File: config.mk
export PLATFORM = sky130hd
export DESIGN_NAME = nsr_status_bank
export DESIGN_NICKNAME = d
export VERILOG_FILES = /design/src/hw/nsr_pkg.sv /design/src/hw/nsr_status_bank.sv
export VERILOG_INCLUDE_DIRS = /design/src /design/src/hw
export SDC_FILE = /design/constraint.sdc
export NUM_CORES = 1
export LEC_CHECK = 0
export ABC_AREA = 0
export BUFFER_PORTS_ARGS = -buffer_cell sky130_fd_sc_hd__buf_2
export CAP_MARGIN = 10
export CORE_MARGIN = 2
export CORE_UTILIZATION = 53
export DETAILED_ROUTE_END_ITERATION = 16
export PLACE_DENSITY_LB_ADDON = 0.25
export RECOVER_POWER = 50
export SLEW_MARGIN = 5
export SYNTH_ARGS = -nofsm -noshare
export SYNTH_HDL_FRONTEND = slang
export SYNTH_SLANG_ARGS = --single-unit
File: constraint.sdc
create_clock -name sys_clk -period 2.1 [get_ports sys_clk]
set_clock_uncertainty 0.05 [all_clocks]
set_input_delay 0.105 -clock sys_clk [delete_from_list [all_inputs] [get_ports sys_clk]]
set_output_delay 0.105 -clock sys_clk [all_outputs]
set_load 0.01 [all_outputs]
File: src/hw/nsr_regs.svh
// register offsets, field positions, reset values for the status bank
`ifndef NSR_REGS_SVH
`define NSR_REGS_SVH

`define NSR_ADDR_W        6
`define NSR_OFF_ERR_MASK  6'h16
`define NSR_OFF_MAIN_IRQ  6'h17
`define NSR_OFF_ERR_FLAGS 6'h19
`define NSR_OFF_FILL      6'h1a
`define NSR_OFF_COND      6'h1b
`define NSR_OFF_COLL      6'h1c
`define NSR_OFF_TX_HIGH   6'h1d
`define NSR_OFF_TX_LOW    6'h1e

`define NSR_RESET_VAL     8'h00

`define NSR_ERR_CRC       7
`define NSR_ERR_PAR       6
`define NSR_ERR_SOFT      5
`define NSR_ERR_HARD      4
`define NSR_ERR_WAKE      3
`define NSR_ERR_AMP       2
`define NSR_ERR_PHASE     1
`define NSR_ERR_CAP       0

`define NSR_COND_UNF      6
`define NSR_COND_OVR      5
`define NSR_COND_NCP      4
`define NSR_COND_NP       0

`define NSR_FIFO_MAX      7'h60
`define NSR_TX_MAX        13'h1fff

`endif

File: src/hw/nsr_pkg.sv
// types shared by the status bank and its neighbours
`default_nettype none
package nsr_pkg;

	typedef struct packed {
		logic crc;
		logic par;
		logic soft_frm;
		logic hard_frm;
		logic wake_timeout;
		logic amp_delta;
		logic phase_delta;
		logic cap_delta;
	} nsr_err_evt_t;

	typedef struct packed {
		logic [6:0] count;
		logic       underflow;
		logic       overflow;
		logic       clear;
		logic       last_valid;
		logic       last_incomplete;
		logic [2:0] last_bits;
		logic       last_no_parity;
	} nsr_fifo_t;

	typedef struct packed {
		logic       valid;
		logic       in_range;
		logic [3:0] byte_idx;
		logic [2:0] bit_idx;
		logic       parity;
	} nsr_coll_t;

	typedef enum logic [1:0] {
		NSR_COL_ARMED = 2'h0,
		NSR_COL_HELD  = 2'h1
	} nsr_col_state_t;

endpackage

`default_nettype wire

File: src/hw/nsr_status_bank.sv
// error, fifo, collision and transmit-count status register bank
//
// Function
// - bits 7..5 report crc, parity, soft framing
// - bit 4 reports framing error corrupting data
// - bit 3 wake timeout, only if every-timeout
// - bits 2..0 amplitude, phase, capacitance delta
// - power-up and set-default clear whole group
// - reading main interrupt clears error flags
// - fill count bits 6..0, 0 to 96
// - bit 6 underflow, bit 5 overflow
// - incomplete last byte flag plus bit count
// - missing last parity, also a framing error
// - empty fifo zeroes count, incomplete flag and bit count
// - collision byte index and bit position
// - only collisions inside anticollision length update
// - parity-bit collision flagged, first collision only
// - transmit count bits 12..5, host respects maximum
// - companion register: count bits 4..0, split bits
// - main bit 0 pending until flags read
// - mask bit per flag suppresses interrupt request
`timescale 1ns/1ps
`include "nsr_regs.svh"
`default_nettype none

module nsr_status_bank
	import nsr_pkg::*;
(
	input  wire logic                   sys_clk,        // 100 MHz clock
	input  wire logic                   rstn,           // async reset
	input  wire logic                   set_default,    // set-default pulse
	input  wire logic [`NSR_ADDR_W-1:0] reg_addr,       // register offset
	input  wire logic                   reg_rd,         // read strobe
	input  wire logic                   reg_wr,         // write strobe
	input  wire logic [7:0]             reg_wdata,      // write data
	output logic      [7:0]             reg_rdata,      // read data
	output logic                        reg_rvalid,     // read data valid
	input  wire nsr_err_evt_t           err_evt,        // error events
	input  wire logic                   wake_irq_every, // every-timeout option
	input  wire nsr_fifo_t              fifo_in,        // fifo state
	input  wire nsr_coll_t              coll_in,        // collision report
	input  wire logic                   rx_start,       // new reception
	output logic                        err_pending,    // main irq bit 0
	output logic                        err_irq,        // unmasked flag
	output logic      [12:0]            tx_byte_count,  // bytes to send
	output logic      [2:0]             split_byte_bits // split byte bits
);

	// ****************************************
	// access decode
	// ****************************************
	logic rd_main;
	logic rd_err;
	logic wr_mask;
	logic wr_txh;
	logic wr_txl;
	assign rd_main = reg_rd && (reg_addr == `NSR_OFF_MAIN_IRQ);
	assign rd_err  = reg_rd && (reg_addr == `NSR_OFF_ERR_FLAGS);
	assign wr_mask = reg_wr && (reg_addr == `NSR_OFF_ERR_MASK);
	assign wr_txh  = reg_wr && (reg_addr == `NSR_OFF_TX_HIGH);
	assign wr_txl  = reg_wr && (reg_addr == `NSR_OFF_TX_LOW);

	// ****************************************
	// state
	// ****************************************
	logic [7:0]     flags_q;
	logic [7:0]     mask_q;
	logic           pend_q;
	logic [6:0]     count_q;
	logic           unf_q;
	logic           ovr_q;
	logic           ncp_q;
	logic [2:0]     lb_q;
	logic           np_q;
	logic [7:0]     cpos_q;
	nsr_col_state_t col_q;
	logic [7:0]     txh_q;
	logic [7:0]     txl_q;
	logic [7:0]     flag_set;
	logic           coll_take;
	logic           fifo_empty;
	assign fifo_empty = (fifo_in.count == 7'h00);
	assign coll_take  = coll_in.valid && (col_q == NSR_COL_ARMED);

	// ****************************************
	// error and wake-up flags
	// ****************************************
	always_comb begin
		flag_set                = 8'h00;
		flag_set[`NSR_ERR_CRC]  = err_evt.crc;
		flag_set[`NSR_ERR_PAR]  = err_evt.par
			|| (coll_take && coll_in.in_range && coll_in.parity);
		flag_set[`NSR_ERR_SOFT] = err_evt.soft_frm;
		flag_set[`NSR_ERR_HARD] = err_evt.hard_frm
			|| (fifo_in.last_valid && fifo_in.last_no_parity);
		flag_set[`NSR_ERR_WAKE] = err_evt.wake_timeout && wake_irq_every;
		flag_set[`NSR_ERR_AMP]   = err_evt.amp_delta;
		flag_set[`NSR_ERR_PHASE] = err_evt.phase_delta;
		flag_set[`NSR_ERR_CAP]   = err_evt.cap_delta;
	end
	// set wins over the read-clear
	always_ff @(posedge sys_clk or negedge rstn) begin
		if (!rstn) begin
			flags_q <= `NSR_RESET_VAL;
		end else if (set_default) begin
			flags_q <= `NSR_RESET_VAL;
		end else begin
			flags_q <= (rd_main ? 8'h00 : flags_q) | flag_set;
		end
	end
	always_ff @(posedge sys_clk or negedge rstn) begin
		if (!rstn) begin
			mask_q <= `NSR_RESET_VAL;
		end else if (set_default) begin
			mask_q <= `NSR_RESET_VAL;
		end else if (wr_mask) begin
			mask_q <= reg_wdata;
		end
	end
	always_ff @(posedge sys_clk or negedge rstn) begin
		if (!rstn) begin
			pend_q <= 1'b0;
		end else if (set_default) begin
			pend_q <= 1'b0;
		end else if (|(flag_set & ~mask_q)) begin
			pend_q <= 1'b1;
		end else if (rd_err) begin
			pend_q <= 1'b0;
		end
	end
	assign err_pending = pend_q;
	assign err_irq     = |(flags_q & ~mask_q);

	// ****************************************
	// fifo status
	// ****************************************
	always_ff @(posedge sys_clk or negedge rstn) begin
		if (!rstn) begin
			count_q <= 7'h00;
		end else if (set_default) begin
			count_q <= 7'h00;
		end else begin
			count_q <= fifo_in.count;
		end
	end
	always_ff @(posedge sys_clk or negedge rstn) begin
		if (!rstn) begin
			unf_q <= 1'b0;
			ovr_q <= 1'b0;
		end else if (set_default) begin
			unf_q <= 1'b0;
			ovr_q <= 1'b0;
		end else begin
			unf_q <= fifo_in.underflow || (unf_q && !fifo_in.clear);
			ovr_q <= fifo_in.overflow || (ovr_q && !fifo_in.clear);
		end
	end
	// empty fifo overrides the last-byte report
	always_ff @(posedge sys_clk or negedge rstn) begin
		if (!rstn) begin
			ncp_q <= 1'b0;
			lb_q  <= 3'h0;
			np_q  <= 1'b0;
		end else if (set_default) begin
			ncp_q <= 1'b0;
			lb_q  <= 3'h0;
			np_q  <= 1'b0;
		end else if (fifo_empty) begin
			ncp_q <= 1'b0;
			lb_q  <= 3'h0;
			np_q  <= np_q && !fifo_in.clear;
		end else if (fifo_in.last_valid) begin
			ncp_q <= fifo_in.last_incomplete;
			lb_q  <= fifo_in.last_incomplete ? fifo_in.last_bits : 3'h0;
			np_q  <= fifo_in.last_no_parity;
		end
	end

	// ****************************************
	// collision display
	// ****************************************
	always_ff @(posedge sys_clk or negedge rstn) begin
		if (!rstn) begin
			col_q <= NSR_COL_ARMED;
		end else if (set_default || rx_start) begin
			col_q <= NSR_COL_ARMED;
		end else begin
			case (col_q)
				NSR_COL_ARMED: begin
					if (coll_in.valid) begin
						col_q <= NSR_COL_HELD;
					end
				end
				NSR_COL_HELD: begin
					col_q <= NSR_COL_HELD;
				end
				default: begin
					col_q <= NSR_COL_ARMED;
				end
			endcase
		end
	end

	always_ff @(posedge sys_clk or negedge rstn) begin
		if (!rstn) begin
			cpos_q <= `NSR_RESET_VAL;
		end else if (set_default) begin
			cpos_q <= `NSR_RESET_VAL;
		end else if (coll_take && coll_in.in_range) begin
			cpos_q <= {coll_in.byte_idx, coll_in.bit_idx, coll_in.parity};
		end
	end

	// ****************************************
	// transmit count
	// ****************************************
	always_ff @(posedge sys_clk or negedge rstn) begin
		if (!rstn) begin
			txh_q <= `NSR_RESET_VAL;
			txl_q <= `NSR_RESET_VAL;
		end else if (set_default) begin
			txh_q <= `NSR_RESET_VAL;
			txl_q <= `NSR_RESET_VAL;
		end else begin
			if (wr_txh) begin
				txh_q <= reg_wdata;
			end
			if (wr_txl) begin
				txl_q <= reg_wdata;
			end
		end
	end
	assign tx_byte_count   = {txh_q, txl_q[7:3]};
	assign split_byte_bits = txl_q[2:0];

	// ****************************************
	// read port
	// ****************************************
	function automatic logic [7:0] rd_mux(input logic [`NSR_ADDR_W-1:0] a);
		case (a)
			`NSR_OFF_ERR_MASK:  rd_mux = mask_q;
			`NSR_OFF_MAIN_IRQ:  rd_mux = {7'h00, pend_q};
			`NSR_OFF_ERR_FLAGS: rd_mux = flags_q;
			`NSR_OFF_FILL:      rd_mux = {1'b0, count_q};
			`NSR_OFF_COND:      rd_mux = {1'b0, unf_q, ovr_q, ncp_q, lb_q, np_q};
			`NSR_OFF_COLL:      rd_mux = cpos_q;
			`NSR_OFF_TX_HIGH:   rd_mux = txh_q;
			`NSR_OFF_TX_LOW:    rd_mux = txl_q;
			default:            rd_mux = 8'h00;
		endcase
	endfunction
	// writes to read-only offsets have no decode at all
	always_ff @(posedge sys_clk or negedge rstn) begin
		if (!rstn) begin
			reg_rdata  <= 8'h00;
			reg_rvalid <= 1'b0;
		end else begin
			reg_rvalid <= reg_rd;
			if (reg_rd) begin
				reg_rdata <= rd_mux(reg_addr);
			end
		end
	end

	// ****************************************
	// checks
	// ****************************************
	property p_crc_sets;
		@(posedge sys_clk) disable iff (!rstn)
		err_evt.crc && !set_default |=> flags_q[`NSR_ERR_CRC];
	endproperty
	a_crc_sets: assert property (p_crc_sets) else $error("crc flag not set");
	property p_np_frames;
		@(posedge sys_clk) disable iff (!rstn)
		fifo_in.last_valid && fifo_in.last_no_parity && !set_default
			|=> flags_q[`NSR_ERR_HARD];
	endproperty
	a_np_frames: assert property (p_np_frames) else $error("np not framing");
	property p_wake_gated;
		@(posedge sys_clk) disable iff (!rstn)
		err_evt.wake_timeout && !wake_irq_every && !flags_q[`NSR_ERR_WAKE]
			|=> !flags_q[`NSR_ERR_WAKE];
	endproperty
	a_wake_gated: assert property (p_wake_gated) else $error("wake not gated");
	property p_default_clr;
		@(posedge sys_clk) disable iff (!rstn)
		set_default |=> flags_q == 8'h00 && cpos_q == 8'h00
			&& tx_byte_count == 13'h0000 && count_q == 7'h00;
	endproperty
	a_default_clr: assert property (p_default_clr) else $error("default not clear");
	property p_main_clr;
		@(posedge sys_clk) disable iff (!rstn)
		rd_main && flag_set == 8'h00 |=> flags_q == 8'h00;
	endproperty
	a_main_clr: assert property (p_main_clr) else $error("flags kept after read");
	property p_empty_zero;
		@(posedge sys_clk) disable iff (!rstn)
		fifo_empty && !set_default |=> count_q == 7'h00 && !ncp_q && lb_q == 3'h0;
	endproperty
	a_empty_zero: assert property (p_empty_zero) else $error("empty not zero");
	property p_coll_hold;
		@(posedge sys_clk) disable iff (!rstn)
		col_q == NSR_COL_HELD && !rx_start && !set_default [*2] |=> $stable(cpos_q);
	endproperty
	a_coll_hold: assert property (p_coll_hold) else $error("display moved");
	property p_ro_write;
		@(posedge sys_clk) disable iff (!rstn)
		reg_wr && reg_addr == `NSR_OFF_ERR_FLAGS && flag_set == 8'h00
			&& !rd_main && !set_default |=> $stable(flags_q);
	endproperty
	a_ro_write: assert property (p_ro_write) else $error("ro write took");
	property p_tx_high;
		@(posedge sys_clk) disable iff (!rstn)
		wr_txh && !set_default |=> tx_byte_count[12:5] == $past(reg_wdata);
	endproperty
	a_tx_high: assert property (p_tx_high) else $error("tx count lost");
	property p_pend_clr;
		@(posedge sys_clk) disable iff (!rstn)
		rd_err && (flag_set & ~mask_q) == 8'h00 |=> !err_pending;
	endproperty
	a_pend_clr: assert property (p_pend_clr) else $error("pending stuck");
	property p_fill_read;
		@(posedge sys_clk) disable iff (!rstn)
		reg_rd && reg_addr == `NSR_OFF_FILL
			|=> reg_rvalid && !reg_rdata[7] && reg_rdata[6:0] == $past(count_q);
	endproperty
	a_fill_read: assert property (p_fill_read) else $error("fill read wrong");

endmodule // nsr_status_bank

`default_nettype wire

# Yosys cells after proc, flatten, opt, wreduce, memory -nomap -nowiden
# Cells that the tools add are included.
dict set report totals {
  output_inout_bits 27
  input_bits 55
  regBits 66
}
dict set report classes {
  eq_ne 10
  n_bitwise 4
  n_mux 30
  reduce_logical 29
}
# cell n
set op_table {}
lappend op_table {{$mux W8} 10}
lappend op_table {{$pmux W8 S8} 1}
lappend op_table {{$eq A6 B5 Y1 const B} 8}
lappend op_table {{$and A8 B8 Y8} 2}
lappend op_table {{$reduce_or A8 Y1} 2}
lappend op_table {{$logic_and A1 B1 Y1} 13}
lappend op_table {{$mux W3} 4}
lappend op_table {{$mux W1} 11}
lappend op_table {{$not A8 Y8} 1}
lappend op_table {{$or A8 B8 Y8} 1}
lappend op_table {{$reduce_bool A2 Y1} 4}
lappend op_table {{$logic_not A7 Y1} 1}
lappend op_table {{$mux W7} 1}
lappend op_table {{$reduce_bool A3 Y1} 2}
lappend op_table {{$logic_or A1 B1 Y1} 5}
lappend op_table {{$mux W2} 2}
lappend op_table {{$pmux W2 S2} 1}
lappend op_table {{$ne A3 B2 Y1 const B} 1}
lappend op_table {{$eq A2 B1 Y1 const B} 1}
lappend op_table {{$logic_not A2 Y1} 1}
lappend op_table {{$logic_not A1 Y1} 1}

# Longest topological paths before layout
dict set report logic_depth {
  depth_word 9
  mapped_depth 7
  depth_no_buf 5
}

# Least setup slack after synthesis
# OpenSTA, ideal clock, no wires.
dict set report synth_timing {
  kind {reg2reg}
  startpoint {register col_q[0]}
  endpoint {register pend_q (netlist: err_pending)}
  path_stages_with_launch 6
  arrival_ns 1.238
  period_less_slack_ns 1.424
  setup_slack_ns 0.676
  n_path_buf 0
  setup_ns 0.136
  path_cell_list {dfrtp_1 nand3b_1 clkinv_1 a21oi_1 o221a_2 a21oi_1}
}
dict set report synth_via {
  elab_chain_cells 9
  word_cells_on_any_way 10
  classes_between {mux: 2; bitwise: 1; reduce/logical: 7}
}
# element line_no
set synth_lines {}
lappend synth_lines {{from (decl)} nsr_status_bank.sv:76} ;# nsr_col_state_t col_q;
lappend synth_lines {{from (signal assigned)} nsr_status_bank.sv:184} ;# col_q <= NSR_COL_ARMED;
lappend synth_lines {{from (signal assigned)} nsr_status_bank.sv:186} ;# col_q <= NSR_COL_ARMED;
lappend synth_lines {{from (signal assigned)} nsr_status_bank.sv:191} ;# col_q <= NSR_COL_HELD;
lappend synth_lines {{$logic_not A2 Y1 (*)} nsr_status_bank.sv:83} ;# assign coll_take = coll_in.valid && (col_q == NSR_COL_ARMED);
lappend synth_lines {{$logic_and A1 B1 Y1 (*)} nsr_status_bank.sv:83}
lappend synth_lines {{$logic_and A1 B1 Y1 (*) (2 in a row)} nsr_status_bank.sv:92} ;# || (coll_take && coll_in.in_range && coll_in.parity);
lappend synth_lines {{$logic_or A1 B1 Y1 (*)} nsr_status_bank.sv:92}
lappend synth_lines {{$and A8 B8 Y8 (*)} nsr_status_bank.sv:125} ;# end else if (|(flag_set & ~mask_q)) begin
lappend synth_lines {{$reduce_or A8 Y1 (*)} nsr_status_bank.sv:125}
lappend synth_lines {{$mux W1} nsr_status_bank.sv:125}
lappend synth_lines {{$mux W1} nsr_status_bank.sv:123} ;# end else if (set_default) begin
lappend synth_lines {{to (signal assigned)} nsr_status_bank.sv:122} ;# pend_q <= 1'b0;
lappend synth_lines {{to (signal assigned)} nsr_status_bank.sv:124} ;# pend_q <= 1'b0;
lappend synth_lines {{to (signal assigned)} nsr_status_bank.sv:126} ;# pend_q <= 1'b1;
lappend synth_lines {{to (decl)} nsr_status_bank.sv:68} ;# logic pend_q;
# Mark *: on every way between the ends. The rest lies on a longest branch, timed or not.
# A chain may end at the register's enable or synchronous reset.

==> impl_metrics.tcl <==
set metrics [dict create \
    status "complete, no violations" \
    synth_seq_cells 65 \
    synth_xor_area_frac 0 \
    start_kind "input pin" \
    grt_start_max_net_pins 44 \
    power.share.clock 0.436 \
    cp.arrival_ps 1980 \
    combPwrFrac 0.114 \
    slew_headroom 0.0716 \
    synth_largest_area_cell "dfrtp_1" \
    synth-compound-area-share 0.145 \
    netlist_instances 331 \
    cts_buffers 9 \
    clock-sinks 65 \
    report.final.hold_viol_count 0 \
    die_y_um 82.4 \
    dp_cells 475 \
    wirelength_mm 9.29 \
    finalSetupViolations 0 \
    wl_per_cell_um 17.4 \
    syn_area_um2 3260 \
    ys_types 39 \
    cts-root-buf "clkbuf_8" \
    r2r_start "col_q[0]" \
    cp-end-kind "register" \
    min_to "txl_q[4]" \
    rr_endpoint "err_pending" \
    grt_pass1_vias 2946 \
    fillers 449 \
    cts_tree "yes" \
    place.gp.congestion 0.826 \
    criticalPathCategory "input pin to register" \
    rsz0062_at_grt "no" \
    initial_core_util 0.551 \
    seq_power_share 0.449 \
    dr.pass1.iters 4 \
    fmax_mhz 565 \
    viasPerCell 5.68 \
    ant_nets 0 \
    tightest_slew_ps 1390 \
    worst-r2r-cell-count 5 \
    yosys.area_share.simple 0.202 \
    swShare 0.237 \
    core_um2 5920 \
    cellPowerDensity_nw_per_um2 672 \
    yosys-top-cells-area "dfrtp_1, mux2i_1, a21oi_1, nand2_1, nor2_1" \
    synth_top_area_frac 0.499 \
    antenna_cells 0 \
    fin_cells 533 \
    reg2reg_slack_ps 520 \
    num_vias 3028 \
    syn2layout_area_growth_pct 33.6 \
    slew_viol_final 0 \
    period_minus_slack_ps 1770 \
    clk_pin_slew_ps 80 \
    timing.final.crit_share 0.843 \
    avgSynthCellArea_um2 9.85 \
    drc_errors 0 \
    antenna_found_initial 0 \
    hpwlAfterDp_mm 6.08 \
    chipWidth_um 82.4 \
    critPathMaxFanout 12 \
    track_usage 0.294 \
    clockBufferDepth 2 \
    ir_worst_vdd_uv 469 \
    drive_above_1_share 0.188 \
    die-area_um2 6790 \
    min-delay-start "reg_wdata[4]" \
    drt_iter0_markers 268 \
    grt_pass1_wl_mm 14.6 \
    fin_tns_setup_ps 0 \
    grt_overflow 0 \
    p_int_mw 2.23 \
    p_switching_mw 0.694 \
    io_buffers 81 \
    required_ps 2310 \
    pre_cts_ws_ps 197 \
    postPlaceCellArea_um2 3730 \
    syn_nets 386 \
    whs_path_depth 3 \
    whs_ps 3.91 \
    synthMuxAreaShare 0.101 \
    max_cap_viol_count 0 \
    seq_area_um2 1630 \
    yosys_warnings 0 \
    final_nets 508 \
    p_leak_nw 2.08 \
    pin_count 82 \
    yosys.area_share.adder 0 \
    synth_top_family_by_area "simple AND/OR/NAND/NOR gates" \
    multiInputGateArea_um2 1460 \
    hold_path.class "input pin to register" \
    layout_setup_ws_ps 330 \
    clk-insertion-delay-late_ps 350 \
    rows 28 \
    cts_max_level 3 \
    ys_seq_area_frac 0.499 \
    finalInstanceArea_um2 4350 \
]
[sequential cells by signal (all words and copies together) (netlist names), 3 cells and up]
name       count
count_q        7
cpos_q         8
reg_rdata      8
flags_q        8
mask_q         8
txh_q          8
lb_q           3
txl_q          8
[cell usage after synthesis, drive strengths merged]
cell type	instances
o21bai	1
nor2	28
a22o	2
nand2	34
nor2b	12
dfrtp	65
or4	1
mux2i	33
o22ai	12
and3	2
o21ai	1
a21o	2
clkbuf	9
nand3b	3
o221a	1
nand2b	7
nand4b	1
nand4	2
o311a	1
inv	20
a21oi	34
buf	8
nor4	1
a41oi	1
clkinv	2
o221ai	2
nor3	20
a221oi	6
a211o	6
nand3	14
[repair_timing]
| item | CTS | global route |
|---|---|---|
| hold buffers | 42 | 0 |
| gates resized for setup | 0 | 0 |
| endpoints found under the setup margin | 0 | 0 |
| setup buffers | 0 | 0 |
| hold endpoints to repair | 62 | 0 |
[layout make-up]
class	count	area share
clock buffer	11	0.0302
inverter	22	0.0190
clock inverter	5	0.0239
timing repair buffer	128	0.196
tap	75	0.0216
multi-input combinational	227	0.336
sequential	65	0.374
[metal layers]
metal,share of wire,wire (um),vias to the layer above,global-route usage
met5,0,0,-,0
met2,0.47,4400,130,0.463
li1,-,-,1418,-
met1,0.43,4040,1454,0.395
met3,0.064,594,26,0.0565
met4,0.028,260,0,0.132
[cell families (layout without fill, tap and decap cells)]
group | after synthesis | count (layout)
buf+inv | 39 | 166
flops | 65 | 65
simple gates | 125 | 125
mux | 33 | 33
compound gates | 69 | 69
[worst max-delay path: stages]
cell and delay (ps):
dlygate4sd3_1 540, clkbuf_1 430, o311a_1 260, nand3_1 290, o21bai_1 280, o221ai_1 90
[placed cells by master, fill, tap and decap left out, types with 2 or more instances in the layout]
master and instances:
a211o_1 6, a21o_1 2, a21oi_1 34, a221oi_2 5
a22o_1 2, buf_12 2, buf_2 53, buf_4 3
bufinv_16 3, clkbuf_1 30, clkbuf_8 9, clkinv_1 2
dfrtp_1 65, dlygate4sd3_1 42, inv_1 20, mux2i_1 33
nand2_1 33, nand2b_1 7, nand3_1 14, nand4_1 2
nor2_1 28, nor2b_1 11, nor3_1 17, nor3_4 3
o221ai_1 2, o22ai_1 12
[worst max path at each step]
stage,start,endpoint,depth (start not counted)
after global placement,reg_addr[0],txl_q[3],6
after global routing,reg_rd,reg_rdata[0],6
after floorplan,col_q[0],err_pending,5
final,reg_rd,reg_rdata[0],6
after detailed placement,reg_addr[0],mask_q[7],6
after CTS,flags_q[0],err_irq,4
[metrics by stage]
stage | utilization | total power, mW
floorplan | - | 1.47
global placement | 0.630 | 1.60
detailed placement | 0.630 | 1.61
CTS | 0.741 | 2.93
global route | 0.735 | 3.03
finish | 0.735 | 2.93
[power groups by stage]
| stage | registers (mW) | clock network [mW] | logic (mW) |
|---|---|---|---|
| 2_1_floorplan | 1.33 | 0 | 0.143 |
| 5_1_grt | 1.32 | 1.35 | 0.369 |
| 4_1_cts | 1.31 | 1.29 | 0.331 |
| 3_3_place_gp | 1.34 | 0 | 0.265 |
| 3_5_place_dp | 1.34 | 0 | 0.271 |
| 6_report | 1.31 | 1.28 | 0.335 |
Note: power is estimated with default switching activity, not from simulation.
